### config.mk
export PLATFORM = sky130hd
export DESIGN_NAME = tcf_timer
export DESIGN_NICKNAME = d
export VERILOG_FILES = /design/src/tcf_pkg.sv /design/src/tcf_tick_gen.sv /design/src/tcf_byte_counter.sv /design/src/tcf_timer.sv
export SDC_FILE = /design/constraint.sdc
export NUM_CORES = 1
export LEC_CHECK = 0
export ABC_AREA = 1
export ABC_CLOCK_PERIOD_IN_PS = 1600
export BUFFER_PORTS_ARGS = -buffer_cell sky130_fd_sc_hd__buf_4
export CAP_MARGIN = 20
export CORE_ASPECT_RATIO = 1.25
export CORE_UTILIZATION = 40
export DETAILED_ROUTE_END_ITERATION = 10
export HOLD_SLACK_MARGIN = 0.06
export SYNTH_ARGS = -nofsm -noshare
export SYNTH_HDL_FRONTEND = slang
export SYNTH_SLANG_ARGS = --single-unit
### constraint.sdc
create_clock -name clock -period 1.6 [get_ports clock]
set_input_delay 0.16 -clock clock [delete_from_list [all_inputs] [get_ports clock]]
set_output_delay 0.16 -clock clock [all_outputs]
set_load 0.01 [all_outputs]
### src/tcf_pkg.sv
// Purpose: shared constants of the auto-reload timer control block
// Assumes: 8-bit register port, one system clock
// Notes: offsets are byte addresses on the register port
package tcf_pkg;
  localparam logic [7:0] ADDR_CONTROL = 8'hC8;
  localparam logic [7:0] ADDR_RELOAD_LOW = 8'hCA;
  localparam logic [7:0] ADDR_RELOAD_HIGH = 8'hCB;
  localparam logic [7:0] ADDR_COUNT_LOW = 8'hCC;
  localparam logic [7:0] ADDR_COUNT_HIGH = 8'hCD;
  localparam logic [7:0] ADDR_IRQ_STATUS = 8'hD0;
  localparam logic [7:0] ADDR_IRQ_ENABLE = 8'hD1;
  localparam logic [7:0] ADDR_IRQ_CLEAR = 8'hD2;
  localparam logic [3:0] SFR_PAGE = 4'h0;
  localparam logic [4:0] CONTROL_BIT_BASE = 5'h19;
  localparam int BIT_HIGH_FLAG = 7;
  localparam int BIT_LOW_FLAG = 6;
  localparam int BIT_LOW_IRQ_EN = 5;
  localparam int BIT_CAPTURE_EN = 4;
  localparam int BIT_SPLIT = 3;
  localparam int BIT_RUN = 2;
  localparam int BIT_XCLK_HI = 1;
  localparam int BIT_XCLK_LO = 0;
  localparam logic [7:0] CONTROL_RESET = 8'h00;
  localparam logic [7:0] BYTE_RESET = 8'h00;
  localparam logic [7:0] BYTE_MAX = 8'hFF;
  localparam logic [7:0] BYTE_ZERO = 8'h00;
  localparam logic [1:0] XCLK_DIV12_RTC = 2'h0;
  localparam logic [1:0] XCLK_COMP_RTC = 2'h1;
  localparam logic [1:0] XCLK_DIV12_COMP = 2'h2;
  localparam logic [1:0] XCLK_RTC_COMP = 2'h3;
  localparam int IRQ_HIGH = 0;
  localparam int IRQ_LOW = 1;
  localparam int IRQ_WIDTH = 2;
  localparam logic [IRQ_WIDTH-1:0] IRQ_RESET = 2'h0;
  localparam int PRESCALE_DIV = 12;
  localparam int RTC_DIV = 8;
endpackage : tcf_pkg

### src/tcf_tick_gen.sv
// Purpose: one-cycle ticks for prescaled clock, rtc/8 and comparator edges
// Assumes: rtc and comparator inputs already synchronous to clock
// Notes: ticks come from flops, one cycle after the edge
`timescale 1ns/1ns
module tcf_tick_gen #(
  parameter int PRESCALE = tcf_pkg::PRESCALE_DIV,
  parameter int RTC_EDGES = tcf_pkg::RTC_DIV
) (
  input wire logic clock,
  input wire logic rst,
  input wire logic rtc_in,
  input wire logic comparator_in,
  output logic div12_tick,
  output logic rtc8_tick,
  output logic comp_tick
);
  localparam int PW = $clog2(PRESCALE);
  localparam int RW = $clog2(RTC_EDGES);
  localparam logic [PW-1:0] PRE_LAST = PW'(PRESCALE - 1);
  localparam logic [RW-1:0] RTC_LAST = RW'(RTC_EDGES - 1);
  logic [PW-1:0] pre_reg, pre_next;
  logic [RW-1:0] rtc_cnt_reg, rtc_cnt_next;
  logic rtc_prev_reg, comp_prev_reg;
  logic div_tick_next, rtc_tick_next, comp_tick_next;
  logic rtc_rise;

  always_comb begin
    rtc_rise = rtc_in & ~rtc_prev_reg;
    div_tick_next = (pre_reg == PRE_LAST);
    pre_next = div_tick_next ? '0 : PW'(pre_reg + 1'b1);
    rtc_cnt_next = rtc_cnt_reg;
    rtc_tick_next = 1'b0;
    if (rtc_rise) begin
      rtc_tick_next = (rtc_cnt_reg == RTC_LAST);
      rtc_cnt_next = rtc_tick_next ? '0 : RW'(rtc_cnt_reg + 1'b1);
    end
    comp_tick_next = comparator_in & ~comp_prev_reg;
  end

  always_ff @(posedge clock) begin
    if (rst) begin
      pre_reg <= '0;
      rtc_cnt_reg <= '0;
      rtc_prev_reg <= 1'b0;
      comp_prev_reg <= 1'b0;
      div12_tick <= 1'b0;
      rtc8_tick <= 1'b0;
      comp_tick <= 1'b0;
    end else begin
      pre_reg <= pre_next;
      rtc_cnt_reg <= rtc_cnt_next;
      rtc_prev_reg <= rtc_in;
      comp_prev_reg <= comparator_in;
      div12_tick <= div_tick_next;
      rtc8_tick <= rtc_tick_next;
      comp_tick <= comp_tick_next;
    end
  end

  a_div_period: assert property (@(posedge clock) disable iff (rst) // RULE13
    div12_tick |=> !div12_tick [*8])
    else $error("prescale tick came too soon");
endmodule : tcf_tick_gen

### src/tcf_byte_counter.sv
// Purpose: one 8-bit counter byte with wrap load and software write
// Assumes: software write wins over counting in the same cycle
// Notes: at_max is combinational from the count
`timescale 1ns/1ns
module tcf_byte_counter (
  input wire logic clock,
  input wire logic rst,
  input wire logic inc,
  input wire logic wrap_load,
  input wire logic [7:0] reload_value,
  input wire logic sw_write,
  input wire logic [7:0] sw_data,
  output logic [7:0] count,
  output logic at_max
);
  logic [7:0] count_next;

  always_comb begin
    at_max = (count == tcf_pkg::BYTE_MAX);
    count_next = count;
    if (sw_write) begin
      count_next = sw_data;
    end else if (inc) begin
      if (at_max) begin
        count_next = wrap_load ? reload_value : tcf_pkg::BYTE_ZERO;
      end else begin
        count_next = 8'(count + 8'h01);
      end
    end
  end

  always_ff @(posedge clock) begin
    if (rst) begin
      count <= tcf_pkg::BYTE_RESET;
    end else begin
      count <= count_next;
    end
  end
endmodule : tcf_byte_counter

### src/tcf_timer.sv
// Purpose: control/status register and counting core of an auto-reload timer
// Assumes: register port strobes one cycle, read data valid the next cycle
// Notes: bit writes reach the control register through the bit port
//
// What this block does
// RULE1: the high flag sets when the upper byte rolls from all ones to zero.
// RULE2: in 16-bit mode the high flag sets when the whole counter wraps to zero.
// RULE3: with the timer interrupt enabled, a set high flag requests an interrupt.
// RULE4: the low flag sets on every lower byte rollover in either mode.
// RULE5: hardware never clears the flags; software clears them by writing.
// RULE6: with low-byte enable and timer interrupt on, each low rollover interrupts.
// RULE7: a one in capture enable selects capture mode, a zero normal counting.
// RULE8: split bit one gives two 8-bit reload counters, zero one 16-bit counter.
// RULE9: the control register sits at 0xC8 on page 0 and is bit addressable.
// RULE10: a full 16-bit wrap loads the reload value together with the high flag; with capture enable set the code wraps to zero instead.
// RULE11: a capture copies the counter into the reload registers and sets the high flag.
// RULE12: run control gates counting; in split mode only the upper byte.
// RULE13: the 2-bit select picks the external clock and the capture trigger.
// RULE14: a hardware set beats a software clear in the same cycle.
`timescale 1ns/1ns
module tcf_timer (
  input wire logic clock,
  input wire logic rst,
  input wire logic [7:0] addr,
  input wire logic [3:0] page,
  input wire logic [7:0] wdata,
  input wire logic wr,
  input wire logic rd,
  output logic [7:0] rdata,
  input wire logic bit_wr,
  input wire logic [7:0] bit_addr,
  input wire logic bit_value,
  input wire logic high_use_system_clock,
  input wire logic low_use_system_clock,
  input wire logic rtc_in,
  input wire logic comparator_in,
  output logic irq
);
  logic [7:0] ctrl_reg, ctrl_next;
  logic [7:0] rl_low_reg, rl_low_next, rl_high_reg, rl_high_next;
  logic [7:0] rdata_next;
  logic [tcf_pkg::IRQ_WIDTH-1:0] ist_reg, ist_next, ien_reg, ien_next;
  logic [tcf_pkg::IRQ_WIDTH-1:0] ist_set, ist_clr;
  logic div12_tick, rtc8_tick, comp_tick;
  logic ext_tick, trig_tick, low_tick, high_tick;
  logic low_inc, high_inc, low_wrap, high_wrap, cap_evt;
  logic low_max, high_max, low_wrap_load;
  logic hi_set, lo_set, ctrl_bit_hit, ctrl_wr;
  logic [7:0] count_low, count_high;
  logic split, run, cen;
  logic [1:0] xclk;

  function automatic logic tcf_hit(input logic [7:0] a, input logic [3:0] p,
                                   input logic [7:0] target);
    return (p == tcf_pkg::SFR_PAGE) && (a == target);
  endfunction : tcf_hit

  assign split = ctrl_reg[tcf_pkg::BIT_SPLIT];
  assign run = ctrl_reg[tcf_pkg::BIT_RUN];
  assign cen = ctrl_reg[tcf_pkg::BIT_CAPTURE_EN];
  assign xclk = ctrl_reg[tcf_pkg::BIT_XCLK_HI:tcf_pkg::BIT_XCLK_LO];

  tcf_tick_gen u_ticks (
    .clock(clock),
    .rst(rst),
    .rtc_in(rtc_in),
    .comparator_in(comparator_in),
    .div12_tick(div12_tick),
    .rtc8_tick(rtc8_tick),
    .comp_tick(comp_tick)
  );

  // RULE13 source select
  always_comb begin
    unique case (xclk)
      tcf_pkg::XCLK_DIV12_RTC: begin
        ext_tick = div12_tick;
        trig_tick = rtc8_tick;
      end
      tcf_pkg::XCLK_COMP_RTC: begin
        ext_tick = comp_tick;
        trig_tick = rtc8_tick;
      end
      tcf_pkg::XCLK_DIV12_COMP: begin
        ext_tick = div12_tick;
        trig_tick = comp_tick;
      end
      tcf_pkg::XCLK_RTC_COMP: begin
        ext_tick = rtc8_tick;
        trig_tick = comp_tick;
      end
    endcase
  end

  // RULE8 mode structure, RULE12 run gating
  always_comb begin
    low_tick = low_use_system_clock | ext_tick;
    high_tick = high_use_system_clock | ext_tick;
    if (split) begin
      low_inc = low_tick;
      high_inc = run & high_tick;
    end else begin
      low_inc = run & low_tick;
      high_inc = low_inc & low_max;
    end
    low_wrap = low_inc & low_max;
    high_wrap = high_inc & high_max;
    // RULE7 capture trigger
    cap_evt = cen & trig_tick;
    // RULE10 full wrap reloads; capture mode wraps to zero to keep timing free-running
    low_wrap_load = ~cen & (split | high_max);
  end

  tcf_byte_counter u_low (
    .clock(clock),
    .rst(rst),
    .inc(low_inc),
    .wrap_load(low_wrap_load),
    .reload_value(rl_low_reg),
    .sw_write(wr && tcf_hit(addr, page, tcf_pkg::ADDR_COUNT_LOW)),
    .sw_data(wdata),
    .count(count_low),
    .at_max(low_max)
  );

  tcf_byte_counter u_high (
    .clock(clock),
    .rst(rst),
    .inc(high_inc),
    .wrap_load(~cen),
    .reload_value(rl_high_reg),
    .sw_write(wr && tcf_hit(addr, page, tcf_pkg::ADDR_COUNT_HIGH)),
    .sw_data(wdata),
    .count(count_high),
    .at_max(high_max)
  );

  // control register with byte and bit writes
  always_comb begin
    // RULE1 upper byte rollover, RULE2 16-bit wrap, RULE11 capture
    // flag follows the increment request even when a counter write wins
    hi_set = high_wrap | cap_evt;
    // RULE4 low rollover in both modes
    lo_set = low_wrap;
    ctrl_wr = wr && tcf_hit(addr, page, tcf_pkg::ADDR_CONTROL);
    // RULE9 bit addresses 0xC8..0xCF
    ctrl_bit_hit = bit_wr && (page == tcf_pkg::SFR_PAGE) &&
                   (bit_addr[7:3] == tcf_pkg::CONTROL_BIT_BASE);
    ctrl_next = ctrl_reg;
    if (ctrl_wr) begin
      ctrl_next = wdata;
    end else if (ctrl_bit_hit) begin
      ctrl_next[bit_addr[2:0]] = bit_value;
    end
    // RULE5 flags only set here; RULE14 set beats clear
    if (hi_set) begin
      ctrl_next[tcf_pkg::BIT_HIGH_FLAG] = 1'b1;
    end
    if (lo_set) begin
      ctrl_next[tcf_pkg::BIT_LOW_FLAG] = 1'b1;
    end
  end

  // reload registers; capture beats a software write
  always_comb begin
    rl_low_next = rl_low_reg;
    rl_high_next = rl_high_reg;
    if (wr && tcf_hit(addr, page, tcf_pkg::ADDR_RELOAD_LOW)) begin
      rl_low_next = wdata;
    end
    if (wr && tcf_hit(addr, page, tcf_pkg::ADDR_RELOAD_HIGH)) begin
      rl_high_next = wdata;
    end
    // RULE11 capture copy
    if (cap_evt) begin
      rl_low_next = count_low;
      rl_high_next = count_high;
    end
  end

  // interrupt status, enable and clear
  always_comb begin
    ist_set = '0;
    // RULE3 high flag event
    ist_set[tcf_pkg::IRQ_HIGH] = hi_set;
    // RULE6 low event only with low-byte enable
    ist_set[tcf_pkg::IRQ_LOW] = lo_set & ctrl_reg[tcf_pkg::BIT_LOW_IRQ_EN];
    ist_clr = '0;
    if (wr && tcf_hit(addr, page, tcf_pkg::ADDR_IRQ_CLEAR)) begin
      ist_clr = wdata[tcf_pkg::IRQ_WIDTH-1:0];
    end
    // RULE14 set wins over clear
    ist_next = ist_set | (ist_reg & ~ist_clr);
    ien_next = ien_reg;
    if (wr && tcf_hit(addr, page, tcf_pkg::ADDR_IRQ_ENABLE)) begin
      ien_next = wdata[tcf_pkg::IRQ_WIDTH-1:0];
    end
    irq = |(ist_reg & ien_reg);
  end

  // read mux; unmapped reads give zero
  always_comb begin
    rdata_next = 8'h00;
    if (rd && page == tcf_pkg::SFR_PAGE) begin
      unique case (addr)
        tcf_pkg::ADDR_CONTROL: rdata_next = ctrl_reg;
        tcf_pkg::ADDR_RELOAD_LOW: rdata_next = rl_low_reg;
        tcf_pkg::ADDR_RELOAD_HIGH: rdata_next = rl_high_reg;
        tcf_pkg::ADDR_COUNT_LOW: rdata_next = count_low;
        tcf_pkg::ADDR_COUNT_HIGH: rdata_next = count_high;
        tcf_pkg::ADDR_IRQ_STATUS: rdata_next = {6'h00, ist_reg};
        tcf_pkg::ADDR_IRQ_ENABLE: rdata_next = {6'h00, ien_reg};
        default: rdata_next = 8'h00;
      endcase
    end
  end

  always_ff @(posedge clock) begin
    if (rst) begin
      ctrl_reg <= tcf_pkg::CONTROL_RESET;
      rl_low_reg <= tcf_pkg::BYTE_RESET;
      rl_high_reg <= tcf_pkg::BYTE_RESET;
      ist_reg <= tcf_pkg::IRQ_RESET;
      ien_reg <= tcf_pkg::IRQ_RESET;
      rdata <= 8'h00;
    end else begin
      ctrl_reg <= ctrl_next;
      rl_low_reg <= rl_low_next;
      rl_high_reg <= rl_high_next;
      ist_reg <= ist_next;
      ien_reg <= ien_next;
      rdata <= rdata_next;
    end
  end

  a_high_wrap_flag: assert property (@(posedge clock) disable iff (rst) // RULE1
    high_inc && count_high == 8'hFF |=> ctrl_reg[7])
    else $error("high rollover did not set high flag");

  a_full_wrap_flag: assert property (@(posedge clock) disable iff (rst) // RULE2
    !split && low_inc && count_low == 8'hFF && count_high == 8'hFF |=> ctrl_reg[7])
    else $error("16-bit wrap did not set high flag");

  a_high_irq_raise: assert property (@(posedge clock) disable iff (rst) // RULE3
    hi_set && ien_reg[0] |=> irq)
    else $error("high event with enable gave no interrupt");

  a_low_wrap_flag: assert property (@(posedge clock) disable iff (rst) // RULE4
    low_inc && count_low == 8'hFF |=> ctrl_reg[6])
    else $error("low rollover did not set low flag");

  a_flag_sticky: assert property (@(posedge clock) disable iff (rst) // RULE5
    ctrl_reg[7] && !ctrl_wr && !ctrl_bit_hit |=> ctrl_reg[7])
    else $error("high flag cleared without software");

  a_low_irq_gate: assert property (@(posedge clock) disable iff (rst) // RULE6
    low_wrap && ctrl_reg[5] && ien_reg[1] |=> irq && ist_reg[1])
    else $error("low event with enables gave no interrupt");

  a_capture_gate: assert property (@(posedge clock) disable iff (rst) // RULE7
    !cen && !wr
    |=> rl_low_reg == $past(rl_low_reg) && rl_high_reg == $past(rl_high_reg))
    else $error("reload changed outside capture mode");

  a_split_low_free: assert property (@(posedge clock) disable iff (rst) // RULE8
    split && !run && low_tick && count_low != 8'hFF && !wr
    |=> count_low == 8'($past(count_low) + 8'h01))
    else $error("split low byte did not count");

  a_control_read: assert property (@(posedge clock) disable iff (rst) // RULE9
    rd && page == 4'h0 && addr == 8'hC8 |=> rdata == $past(ctrl_reg))
    else $error("control read at 0xC8 wrong");

  a_reload_load: assert property (@(posedge clock) disable iff (rst) // RULE10
    !split && !cen && high_wrap && !wr
    |=> count_low == $past(rl_low_reg) && count_high == $past(rl_high_reg))
    else $error("16-bit wrap did not load reload value");

  a_capture_copy: assert property (@(posedge clock) disable iff (rst) // RULE11
    cap_evt |=> rl_low_reg == $past(count_low) && rl_high_reg == $past(count_high)
    && ctrl_reg[7])
    else $error("capture copy or flag missing");

  a_run_hold_high: assert property (@(posedge clock) disable iff (rst) // RULE12
    split && !run && !wr |=> count_high == $past(count_high))
    else $error("stopped high byte moved");

  a_set_over_clear: assert property (@(posedge clock) disable iff (rst) // RULE14
    lo_set && ctrl_wr && !wdata[6] |=> ctrl_reg[6])
    else $error("low flag set lost to clear");

  a_low_zero_wrap: assert property (@(posedge clock) disable iff (rst) // RULE8
    !split && low_wrap && !high_max && !wr |=> count_low == 8'h00)
    else $error("partial 16-bit wrap did not go to zero");

  a_select_comp: assert property (@(posedge clock) disable iff (rst) // RULE13
    !split && run && !low_use_system_clock && xclk == tcf_pkg::XCLK_COMP_RTC |-> low_inc == comp_tick)
    else $error("comparator select did not clock low byte");

  a_select_rtc: assert property (@(posedge clock) disable iff (rst) // RULE13
    !split && run && !low_use_system_clock && xclk == tcf_pkg::XCLK_RTC_COMP |-> low_inc == rtc8_tick)
    else $error("rtc select did not clock low byte");

  a_bit_write: assert property (@(posedge clock) disable iff (rst) // RULE9
    ctrl_bit_hit && !ctrl_wr && bit_addr[2:0] == 3'h2 |=> run == $past(bit_value))
    else $error("bit write to run control lost");
endmodule : tcf_timer

; After elaboration in Yosys (flattened, before gate mapping)
; Index checks and enable logic that the tools add are counted.
[word_totals]
regBits = 64
inputBits = 38
output_inout_bits = 9
elab_cells = 122
[classes]
muxes = 26
add_sub_neg = 4
n_bitwise = 23
eq_ne = 16
n_reduce_logical = 34
n_lt_le_gt_ge = 2
[op_table]
columns = cell, count
row1 = $mux 8, 14
row2 = $eq 8x8->1 const B, 10
row3 = $pmux 8 s7, 1
row4 = $logic_and 1x1->1, 18
row5 = $add 8x1->8 const B, 2
row6 = $reduce_or 2->1, 7
row7 = $and 1x1->1, 10
row8 = $reduce_bool 2->1, 5
row9 = $bwmux 8, 1
row10 = $reduce_bool 3->1, 2
row11 = $eq 5x5->1 const B, 1
row12 = $mux 1, 5
row13 = $not 1->1, 5
row14 = $add 4x1->4 const B, 1
row15 = $and 2x2->2, 2
row16 = $eq 2x2->1 const B, 2
row17 = $eq 4x4->1 const B, 1
row18 = $logic_not 4->1, 1
row19 = $lt 3x4->1 const B, 1
row20 = $or 1x1->1, 4
row21 = $add 3x1->3 const B, 1
row22 = $demux 1 s3, 1
row23 = $eq 3x3->1 const B, 1
row24 = $ge 3x1->1 const B, 1
row25 = 8 further kinds, 8

; Depth between registers and ports, before layout
; Gate-level depths: netlist of run 1.
[logic_depth]
ltp_word = 10
ltp_mapped = 12
ltp_nobuf = 11

; Cells and area by module
; A second synthesis of run 1 with hierarchy kept.
[unflattened]
cells_unflattened = 621
area_unflattened_um2 = 4018.9
[by_module_without_submodules]
columns = mod, area_each_um2, n_inst, seq_area_each_um2, cells_per_inst
row1 = tcf_timer, 2358.5, 1, 720.7, 377
row2 = tcf_byte_counter, 610.6, 2, 160.2, 96
row3 = tcf_tick_gen, 439.2, 1, 240.2, 52

; Worst setup path before layout of run 1
; Ideal clock, no wire load.
[synth_path]
path_type = reg-to-reg
startpoint = register u_high.count[0]
endpoint = register u_high.count[0]
path_stages_with_launch = 11
setup_time_ps = 70
n_path_buf = 1
synth_period_minus_slack_ps = 1451
required_ps = 1530
slack_ps = 149
t_arrival_ps = 1381
path_cell_list = dfxtp_1 ha_1 nand2_1 nor2_1 nand2_1 buf_2 o21ai_0 nand2_1 o21ai_1 nand2_1 a21oi_1
[synth_via]
elab_chain_cells = 4
word_cells_on_any_way = 5
cone_classes = 1 x add/sub / 1 x eq/ne / 3 x mux
[synth_lines]
columns = element, line_no
row1 = "start, declared", tcf_byte_counter.sv:13  ; output logic [7:0] count,
row2 = "start signal, assigned", tcf_byte_counter.sv:34  ; count <= tcf_pkg::BYTE_RESET;
row3 = "start signal, assigned", tcf_byte_counter.sv:36  ; count <= count_next;
row4 = $add 8x1->8 or $eq 8x8->1 (tied branches), "tcf_byte_counter.sv:27, tcf_byte_counter.sv:19"
row5 = $mux 8 (*), tcf_byte_counter.sv:24  ; if (at_max) begin
row6 = $mux 8 (*), tcf_byte_counter.sv:23  ; end else if (inc) begin
row7 = $mux 8 (*), tcf_byte_counter.sv:21  ; if (sw_write) begin
; Every way passes the cells marked *; elsewhere a longest branch is shown, timed or not. The select of a mux whose other input is x is not followed.
; A chain may end at the register's enable or synchronous reset.

; Worst setup path in the final report of run 1
[layout_path]
startpoint = register u_low.count[2]
endpoint = register u_high.count[5]
[layout_via]
elab_chain_cells = 4
[layout_lines]
columns = element, line_no
row1 = "start, declared", tcf_byte_counter.sv:13
row2 = "start signal, assigned", tcf_byte_counter.sv:34
row3 = "start signal, assigned", tcf_byte_counter.sv:36
row4 = $eq 8x8->1, tcf_byte_counter.sv:19  ; at_max = (count == tcf_pkg::BYTE_MAX);
row5 = $and 1x1->1, tcf_timer.sv:104  ; high_inc = low_inc & low_max;
row6 = $mux 1, tcf_timer.sv:99  ; if (split) begin
row7 = $reduce_bool 2->1 (no source line), --
; No other way between the ends.

==> results of run 1 <==
-- worst max-delay path by stage --
| stage | slack (ns) | depth (start not counted) | startpoint | endpoint |
|---|---|---|---|---|
| 3_5_place_dp | -0.06 | 11 | u_low.count[1]$_SDFFE_PP0P_ | u_high.count[4]$_SDFFE_PP0P_ |
| 5_1_grt | -0.03 | 9 | u_high.count[4]$_SDFFE_PP0P_ | u_low.count[6]$_SDFFE_PP0P_ |
| 4_1_cts | 0.0009 | 11 | u_high.count[0]$_SDFFE_PP0P_ | u_high.count[5]$_SDFFE_PP0P_ |
| 2_1_floorplan | 0.15 | 10 | u_high.count[0]$_SDFFE_PP0P_ | u_high.count[0]$_SDFFE_PP0P_ |
| 3_3_place_gp | -0.02 | 11 | u_low.count[1]$_SDFFE_PP0P_ | u_high.count[0]$_SDFFE_PP0P_ |
| 6_report | 0.007 | 10 | u_low.count[2]$_SDFFE_PP0P_ | u_high.count[5]$_SDFFE_PP0P_ |
-- layout by cell type, fill, tap and decap left out, types with 6 or more instances in the layout --
cell type and n:
inv_1 63, o21ai_0 21, inv_2 10, o22ai_1 6, dfxtp_1 60, nand2_1 144
nor2_1 98, nand4_1 10, buf_4 78, nor3_1 6, nor2_4 8, nor2_2 6
a21oi_1 54, clkbuf_16 9, nand3_1 80, nand2_2 11
-- timing repair --
| item | 4_1_cts | 5_1_grt |
|---|---|---|
| pin swaps | 1 | 9 |
| resized for setup | 4 | 37 |
| setup endpoints to repair | 7 | 22 |
| buffers inserted | 0 | 6 |
| endpoints found under the hold margin | 2 | 0 |
| hold buffers | 2 | 0 |
| gates cloned | 0 | 1 |
-- cells by family after synthesis --
family,after synthesis,share of synthesized area (%)
AOI/OAI and AO/OA,99,13.36
xor gates and xnor gates,4,0.8738
buffers and inverters,92,9.020
adders and majority gates,5,1.561
DFF,64,31.96
and+or+nand+nor,382,43.23
-- cell type report --
| class | count | area, sq um |
|---|---|---|
| clock buffer | 12 | 266.5 |
| clock inverter | 2 | 15.01 |
| fill | 992 | 4501 |
| inverter | 75 | 285.3 |
| multi-input combinational | 491 | 2506 |
| sequential | 64 | 1289 |
| tap | 126 | 157.7 |
| timing repair buffer | 83 | 639.4 |
-- routing by layer --
| metal | GRT usage, % | wire length [um] | part of all wire, % | vias up |
|---|---|---|---|---|
| met5 | 0 | 0 | 0 | - |
| met4 | 8.571 | 213 | 1.7 | 0 |
| met3 | 3.600 | 597 | 4.6 | 19 |
| met2 | 46.77 | 6846 | 53 | 136 |
| met1 | 28.34 | 5196 | 40 | 2037 |
| li1 | - | - | - | 2264 |
-- per-stage QoR --
step | area [sq um] | setup TNS (ns) | hold slack, ns | setup WS, ns | utilization (%)
after floorplan | 4009 | 0 | 0.2846 | 0.1488 | -
after global placement | 4651 | -0.06142 | 0.3762 | -0.01666 | 48.15
after detailed placement | 4651 | -0.3144 | 0.3832 | -0.06086 | 48.15
after CTS | 4962 | 0 | 0.1315 | 0.0008964 | 51.37
after global routing | 5159 | -0.1849 | 0.1647 | -0.03459 | 53.41
final | 5159 | 0 | 0.1401 | 0.007308 | 53.41
-- worst min-delay path: cells and delay by family --
| kind | cells | cell delay (ns) |
|---|---|---|
| buffers and inverters | 1 | 0.08 |
| AO/OA/AOI/OAI | 2 | 0.18 |
-- power groups by stage --
stage / sequential (W) / clock, W / combinational, W
2_1_floorplan: 0.00165 / 0 / 0.000121
3_3_place_gp: 0.00165 / 0 / 0.000244
3_5_place_dp: 0.00165 / 0 / 0.000250
4_1_cts: 0.00162 / 0.00188 / 0.000254
5_1_grt: 0.00162 / 0.00195 / 0.000283
6_report: 0.00162 / 0.00186 / 0.000257
==> qor.yml, run 1 <==
antenna_found_initial: 0
critPathLaunchType: "flip-flop"
rows: 40
final-hold-violation-count: 0
grt_remaining_overflow: 0
first_iter_violations: 354
die_area_sq_um: 10430
clock_latency_ns: 0.33
power_density_nw_per_um2: 724.0
clock-root-buffer: "clkbuf_16"
synthesis.nets: 689
yosys.area.top_type: "dfxtp_1"
seqPwrFrac_pct: 43.3
viasPerCell: 5.224
wl_per_cell_um: 15.07
die_h_um: 113.9
async_flop_share_pct: 0
synthTopCellsByArea: "dfxtp_1 32%, nand2_1 14%, nand3_1 10%"
vias: 4456
die_w_um: 91.54
drtPass1Iterations: 5
io_buffers: 46
min_delay_worst_endpoint: "ctrl_reg[1]$_SDFFE_PP0P_"
p_comb_share_pct: 6.9
grt_max_degree: 43
drv_slew: 0
synth_edf_count: 0
r2r_end: "u_high.count[5]$_SDFFE_PP0P_"
grt_pass1_vias: 4308
path_cells: "nand2_4 > nor2_4 > nand2_4 > clkinv_2 > nand2_1 > nand2_4 > nand2_8 > buf_4 > nand3_1 > a21oi_1"
cpMaxStageDelayCell: "dfxtp_1"
reg2reg_slack_ns: 0.007
vdd_drop_max_uv: 542.3
critPathMaxFanout: 5
ios: 47
min_from: "wdata[1]"
place_hpwl_um: 9745
reg2reg_depth: 10
critPathRequiredTime_ns: 1.80
cp.arrival_ns: 1.79
critPathMaxStageDelay_ns: 0.47
yosys_warnings: 0
power.internal_w: 0.002870
finalPower_w: 0.003735
yosysTopAreaCellShare_pct: 31.96
yosysMostFrequentCell: "nand2_1"
routed_wl_um: 12850
diodes: 0
path_buf_inv: 2
fin_cells: 853
synth_commonest_cells: "148 x nand2_1, 102 x nor2_1, 83 x nand3_1"
cts.path.max_buffers: 2
setup_violations: 0
final_antenna_net_count: 0
cts_tree: "built"
reg2reg_from: "u_low.count[2]$_SDFFE_PP0P_"
maxCapViolCount: 0
synth_seq_cells: 64
p_leak_nw: 2.245
cpMostUsedCell: "nand2_4"
synth_area_per_cell_sq_um: 6.206
skew_ns: 0.009777
pwr-share-clk_pct: 49.8
max_freq_mhz: 627.9
clock-sinks: 64
tightest_slew_ns: 0.5119
grt_pass1_wl_um: 20290
worstSetupPathType: "flip-flop to flip-flop"
syn_to_final_growth_pct: 28.68
dominantRegCellSynth: "dfxtp_1"
ctsHtreeMaxLevel: 3
min_path_type: "input pin to flip-flop"
initial_core_util_pct: 41.50
synthesis.area_sq_um: 4009
synth_seq_area_share_pct: 31.96
drive_above_1_share_pct: 22.15
final_nets: 767
switching_share_pct: 23.16
p_sw_w: 0.0008649
routabilityCongestion: 0.9442
hold-path-cell-count: 3
netlist-cell-type-count: 36
drc: 0
fin_crit_sh_pct: 99.54
status: "completed"
dp.cells: 830
crit_path_end_kind: "flip-flop"
clk_pin_slew_worst_paths_ns: 0.06
synthCells: 646
critPathTopFamily: "simple AND/OR/NAND/NOR gates"
numCtsBuffers: 9
max_slew_margin_pct: 65.87
core_sq_um: 9659
finalCriticalPeriod_ns: 1.593
grt_usage_pct: 24.83
Note: power is estimated with default switching activity, not from simulation.
==> run 2: changes to the inputs <==
--- a/config.mk
+++ b/config.mk
@@ -13,6 +13,7 @@
 export CORE_UTILIZATION = 40
 export DETAILED_ROUTE_END_ITERATION = 10
 export HOLD_SLACK_MARGIN = 0.06
+export SETUP_SLACK_MARGIN = 0.05
 export SYNTH_ARGS = -nofsm -noshare
 export SYNTH_HDL_FRONTEND = slang
 export SYNTH_SLANG_ARGS = --single-unit
==> qor.yml, run 2 (synthesis results as in run 1) <==
finalCriticalPeriod_ns: 1.515  # was 1.593 ns
routed_wl_um: 12710  # was 12850 um
layout_common_cells: "141 x nand2_1, 94 x nor2_1, 81 x nand3_1, 80 x buf_4, 63 x inv_1"  # was 144 x nand2_1, 98 x nor2_1, 80 x nand3_1, 78 x buf_4, 63 x inv_1
initial_core_util_pct: 41.50  # unchanged
maxCapViolCount: 0  # unchanged
antenna_found_initial: 0  # unchanged
nFillCells: 992  # unchanged
io_buffers: 46  # unchanged
critPathRequiredTime_ns: 1.80  # about the same
worst_slack_ns: 0.08511  # was 0.007308 ns
die_w_um: 91.54  # unchanged
rows: 40  # unchanged
first_iter_violations: 322  # was 354
clock-sinks: 64  # unchanged
min_path_type: "input pin to flip-flop"  # unchanged
vias: 4462  # was 4456
power.internal_w: 0.002870  # about the same
cp.arrival_ns: 1.71  # was 1.79 ns
core_sq_um: 9659  # unchanged
critPathMaxFanout: 8  # was 5
viasPerCell: 5.219  # was 5.224
tightest_slew_ns: 0.5152  # was 0.5119 ns
drive_above_1_share_pct: 23.59  # was 22.15%
crit_path_end_kind: "flip-flop"  # unchanged
numCtsBuffers: 9  # unchanged
max_slew_margin_pct: 65.65  # was 65.87%
status: "completed"  # unchanged
grt_remaining_overflow: 0  # unchanged
grt_usage_pct: 24.92  # was 24.83%
routabilityCongestion: 0.9442  # unchanged
vdd_drop_max_uv: 543.3  # was 542.3 uV
drv_slew: 0  # unchanged
wl_per_cell_um: 14.86  # was 15.07 um
skew_ns: 0.008389  # was 0.009777 ns
p_sw_w: 0.0008584  # was 0.0008649 W
drtPass1Iterations: 5  # unchanged
ctsHtreeMaxLevel: 3  # unchanged
switching_share_pct: 23.03  # was 23.16%
clock-root-buffer: "clkbuf_16"  # unchanged
grt_pass1_vias: 4306  # was 4308
clk_pin_slew_worst_paths_ns: 0.06  # about the same
max_freq_mhz: 660.1  # was 627.9 MHz
reg2reg_slack_ns: 0.09  # was 0.007 ns
seqPwrFrac_pct: 43.4  # was 43.3%
tns_ns: 0  # unchanged
clock_latency_ns: 0.33  # about the same
grt_setup_unrepaired: "yes"
syn_to_final_growth_pct: 29.49  # was 28.68%
drc: 0  # unchanged
final_nets: 769  # was 767
worstSetupPathType: "flip-flop to flip-flop"  # unchanged
grt_max_degree: 43  # unchanged
place_hpwl_um: 9745  # unchanged
power_density_nw_per_um2: 718.1  # was 724.0 nW/um^2
setup_violations: 0  # unchanged
die_h_um: 113.9  # unchanged
die_area_sq_um: 10430  # unchanged
grt_pass1_wl_um: 20330  # was 20290 um
multi_input_area_sq_um: 2511  # was 2506 sq um
critPathLaunchType: "flip-flop"  # unchanged
post-place-ws_ns: -0.06086  # unchanged
p_leak_nw: 2.294  # was 2.245 nW
fin_crit_sh_pct: 94.68  # was 99.54%
p_comb_share_pct: 6.9  # about the same
ff_latch_area_sq_um: 1289  # unchanged
diodes: 0  # unchanged
final_common_cell: "nand2_1"  # unchanged
final_antenna_net_count: 0  # unchanged
final-hold-violation-count: 0  # unchanged
cts_tree: "built"  # unchanged
ios: 47  # unchanged
finalPower_w: 0.003728  # was 0.003735 W
post-route-util_pct: 53.74  # was 53.41%
pwr-share-clk_pct: 49.7  # was 49.8%
cts.path.max_buffers: 2  # unchanged
run 2: cell types whose count changed in the layout (fill, tap and decap cells not counted), moves of 2 or more:
cell / before / now
nand2_2: 11 / 13
buf_4: 78 / 80
nand2_1: 144 / 141
nor2_1: 98 / 94
nor2_2: 6 / 11
run 2: metrics by stage:
step	hold WS (ns)	area (sq um)	instances
2_1_floorplan	0.2846	4009	646
3_3_place_gp	0.3762	4651	830
3_5_place_dp	0.3832	4651	830
4_1_cts	0.1315	4991	847
5_1_grt	0.1647	5191	855
6_report	0.1406	5191	855
run 2: cell type report:
| cell class | instances | area share (%) |
|---|---|---|
| tap | 126 | 3.037 |
| timing repair buffer | 86 | 12.82 |
| multi-input combinational | 490 | 48.37 |
| clock buffer | 12 | 5.134 |
| inverter | 75 | 5.519 |
| clock inverter | 2 | 0.2892 |
| sequential | 64 | 24.83 |
run 2: critical path, stage by stage (launching register included):
cell	delay, ns
dfxtp_2	0.35
ha_4	0.15
nand2_4	0.06
nor2_4	0.13
nand2_4	0.07
inv_4	0.06
nand2_1	0.06
nand2_2	0.11
nand2_4	0.12
buf_6	0.15
nand3_1	0.05
a21oi_1	0.07
run 2: power by group through the flow:
stage	clock (W)	combinational, W	sequential [W]
after floorplan	0	0.000121	0.00165
after global placement	0	0.000244	0.00165
after detailed placement	0	0.000250	0.00165
after CTS	0.00188	0.000254	0.00162
after global routing	0.00195	0.000283	0.00162
final	0.00185	0.000256	0.00162
run 2: path summary, 6_finish.rpt:
kind	from	end	cells after the start
max	u_low.count[0]$_SDFFE_PP0P_	u_high.count[4]$_SDFFE_PP0P_	11
min	wdata[1]	ctrl_reg[1]$_SDFFE_PP0P_	3
max reg2reg	u_low.count[0]$_SDFFE_PP0P_	u_high.count[4]$_SDFFE_PP0P_	11
min reg2reg	u_ticks.comp_prev_reg$_SDFF_PP0_	u_ticks.comp_tick$_SDFF_PP0_	1
run 2: what timing repair did:
item / in CTS / in global routing
setup endpoints to repair: 13 / 32
hold buffers: 2 / 0
endpoints found under the hold margin: 2 / 0
resized for setup: 10 / 41
pin swaps: 3 / 18
buffers inserted: 1 / 8
run 2: metal layers:
metal  up-vias  share of wire (%)  track usage [%]
li1       2264                  -                -
met3        21                4.0            3.600
met5         -                  0                0
met1      2049                 40            28.34
met4         0                2.1            8.995
met2       128                 53            46.87
==> run 3: changes to the inputs <==
--- a/config.mk
+++ b/config.mk
@@ -10,9 +10,10 @@
 export BUFFER_PORTS_ARGS = -buffer_cell sky130_fd_sc_hd__buf_4
 export CAP_MARGIN = 20
 export CORE_ASPECT_RATIO = 1.25
-export CORE_UTILIZATION = 40
+export CORE_UTILIZATION = 53
 export DETAILED_ROUTE_END_ITERATION = 10
 export HOLD_SLACK_MARGIN = 0.06
+export PLACE_DENSITY = 0.76
 export SETUP_SLACK_MARGIN = 0.05
 export SYNTH_ARGS = -nofsm -noshare
 export SYNTH_HDL_FRONTEND = slang
==> constraint.sdc (replaced) <==
create_clock -name clock -period 1.6 [get_ports clock]
set_input_delay 0.48 -clock clock [delete_from_list [all_inputs] [get_ports clock]]
set_output_delay 0.48 -clock clock [all_outputs]
set_load 0.01 [all_outputs]
==> qor.yml, run 3 (synthesis results as in run 1) <==
path_buf_inv: 1  # was 2
worst_slack_ns: 0.02715  # was 0.08511 ns
rows: 35  # was 40
die_w_um: 79.79  # was 91.54 um
maxCapViolCount: 0  # unchanged
drtPass1Iterations: 5  # unchanged
met3WireLength_um: 874  # was 503 um
die_h_um: 99.24  # was 113.9 um
crit_path_end_kind: "flip-flop"  # unchanged
grt_max_degree: 43  # unchanged
first_iter_violations: 424  # was 322
clk_pin_slew_worst_paths_ns: 0.07  # was 0.06 ns
critPathMaxFanout: 5  # was 8
routed_wl_um: 13340  # was 12710 um
core_sq_um: 7357  # was 9659 sq um
drive_above_1_share_pct: 28.76  # was 23.59%
final_nets: 796  # was 769
vdd_drop_max_uv: 456.9  # was 543.3 uV
status: "completed"  # unchanged
final_antenna_net_count: 0  # unchanged
worstSetupPathType: "flip-flop to flip-flop"  # unchanged
path_cells: "ha_4 > nand2_4 > nor2_4 > nand2_4 > buf_4 > o21ai_0 > nand2_1 > o21ai_2 > nand2_4 > a21oi_2"  # was ha_4 > nand2_4 > nor2_4 > nand2_4 > inv_4 > nand2_1 > nand2_2 > nand2_4 > buf_6 > nand3_1 > a21oi_1
grt_pass1_vias: 4486  # was 4306
antenna_found_initial: 0  # unchanged
clock-root-buffer: "clkbuf_8"  # was clkbuf_16
cts.path.max_buffers: 2  # unchanged
critPathRequiredTime_ns: 1.88  # was 1.80 ns
numCtsBuffers: 9  # unchanged
wl_per_cell_um: 15.69  # was 14.86 um
final-hold-violation-count: 0  # unchanged
skew_ns: 0.01041  # was 0.008389 ns
clock_latency_ns: 0.36  # was 0.33 ns
die_area_sq_um: 7918  # was 10430 sq um
min_path_type: "input pin to flip-flop"  # unchanged
diodes: 0  # unchanged
finalInstanceArea_sq_um: 5360  # was 5191 sq um
io_buffers: 46  # unchanged
critPathLaunchType: "flip-flop"  # unchanged
p_leak_nw: 2.418  # was 2.294 nW
setup_violations: 0  # unchanged
routabilityCongestion: 0.9396  # was 0.9442
layout_common_cells: "137 x nand2_1, 108 x buf_4, 91 x nor2_1, 81 x nand3_1, 62 x inv_1"  # was 141 x nand2_1, 94 x nor2_1, 81 x nand3_1, 80 x buf_4, 63 x inv_1
syn_to_final_growth_pct: 33.71  # was 29.49%
cts_tree: "built"  # unchanged
max_freq_mhz: 635.8  # was 660.1 MHz
place_hpwl_um: 9936  # was 9745 um
tightest_slew_ns: 0.5429  # was 0.5152 ns
nFillCells: 625  # was 992
max_slew_margin_pct: 63.81  # was 65.65%
grt_pass1_wl_um: 21130  # was 20330 um
cpMostUsedCell: "nand2_4"  # unchanged
hold_ws_ns: 0.3464  # was 0.1406 ns
clock-sinks: 64  # unchanged
met2_length_um: 6732  # was 6791 um
placed_area_sq_um: 4858  # was 4651 sq um
topRoutingLayerUsed: "met4"  # unchanged
cp.arrival_ns: 1.85  # was 1.71 ns
ios: 47  # unchanged
grt_setup_unrepaired: "yes"  # unchanged
critPathMaxStageDelay_ns: 0.36  # was 0.35 ns
final_common_cell: "nand2_1"  # unchanged
post-place-ws_ns: -0.2529  # was -0.06086 ns
critPathTopFamily: "simple AND/OR/NAND/NOR gates"  # unchanged
ctsHtreeMaxLevel: 3  # unchanged
grt_usage_pct: 35.01  # was 24.92%
drc: 0  # unchanged
drv_slew: 0  # unchanged
viasPerCell: 5.521  # was 5.219
vias: 4693  # was 4462
grt_remaining_overflow: 0  # unchanged
finalCriticalPeriod_ns: 1.573  # was 1.515 ns
met1Wirelength_um: 5181  # was 5141 um
power_density_nw_per_um2: 600.7  # was 718.1 nW/um^2
cpMaxStageDelayCell: "dfxtp_2"  # unchanged
fin_crit_sh_pct: 98.30  # was 94.68%
initial_core_util_pct: 54.49  # was 41.50%
-- run 3: cell types whose count changed in the layout (fill, tap and decap cells not counted), sizes merged --
cell         change
clkinv           +3
clkinvlp         +1
nand2            +1
dlygate4sd3      -2
clkbuf           -2
buf             +28
-- run 3: final timing paths --
kind,slack (ns),to,from,cells past startpoint
min,0.35,u_ticks.comp_prev_reg$_SDFF_PP0_,comparator_in,3
max reg2reg,0.03,u_high.count[1]$_SDFFE_PP0P_,u_high.count[0]$_SDFFE_PP0P_,10
max,0.03,u_high.count[1]$_SDFFE_PP0P_,u_high.count[0]$_SDFFE_PP0P_,10
min reg2reg,0.40,u_ticks.comp_tick$_SDFF_PP0_,u_ticks.comp_prev_reg$_SDFF_PP0_,1
-- run 3: where the power goes --
group          total [W]  switching, W  internal, W  leakage (nW)
Sequential       0.00162    0.00000880      0.00161         0.521
Combinational   0.000297      0.000170     0.000128          1.81
Clock            0.00131      0.000701     0.000606        0.0845
-- run 3: area by class of cell --
| type | count | area, sq um | share of cell area, % |
|---|---|---|---|
| multi-input cells | 491 | 2604 | 48.58 |
| flip-flops and latches | 64 | 1290 | 24.07 |
| repair buffers | 112 | 882.1 | 16.46 |
| inverters | 75 | 286.5 | 5.345 |
| clock buffers | 10 | 137.6 | 2.568 |
| well taps | 92 | 115.1 | 2.148 |
| clock inverters | 6 | 45.04 | 0.8403 |
-- run 3: through the flow --
| stage | setup TNS (ns) | cells | power (W) | util, % |
|---|---|---|---|---|
| 4_1_cts | 0 | 841 | 0.003210 | 69.08 |
| 2_1_floorplan | 0 | 646 | 0.001774 | - |
| 3_5_place_dp | -7.433 | 825 | 0.001936 | 66.04 |
| 5_1_grt | -0.1036 | 850 | 0.003315 | 72.86 |
| 6_report | 0 | 850 | 0.003220 | 72.86 |
| 3_3_place_gp | -5.483 | 825 | 0.001927 | 66.04 |
-- run 3: timing repair --
item,CTS,global route
buffers inserted,0,8
resized for setup,12,56
pin swaps,6,18
hold buffers,0,0
gates cloned,0,1
setup endpoints to repair,13,36
endpoints found under the hold margin,0,0
-- run 3: metal layers --
layer | up-vias | track usage [%]
met2 | 217 | 61.28
li1 | 2312 | -
met3 | 48 | 5.505
met5 | - | 0
met1 | 2116 | 39.94
met4 | 0 | 19.64
-- run 3: tightest hold or removal path, cell delays in order --
cell	delay [ns]
buf_4	0.07
inv_1	0.04
nor2_1	0.07
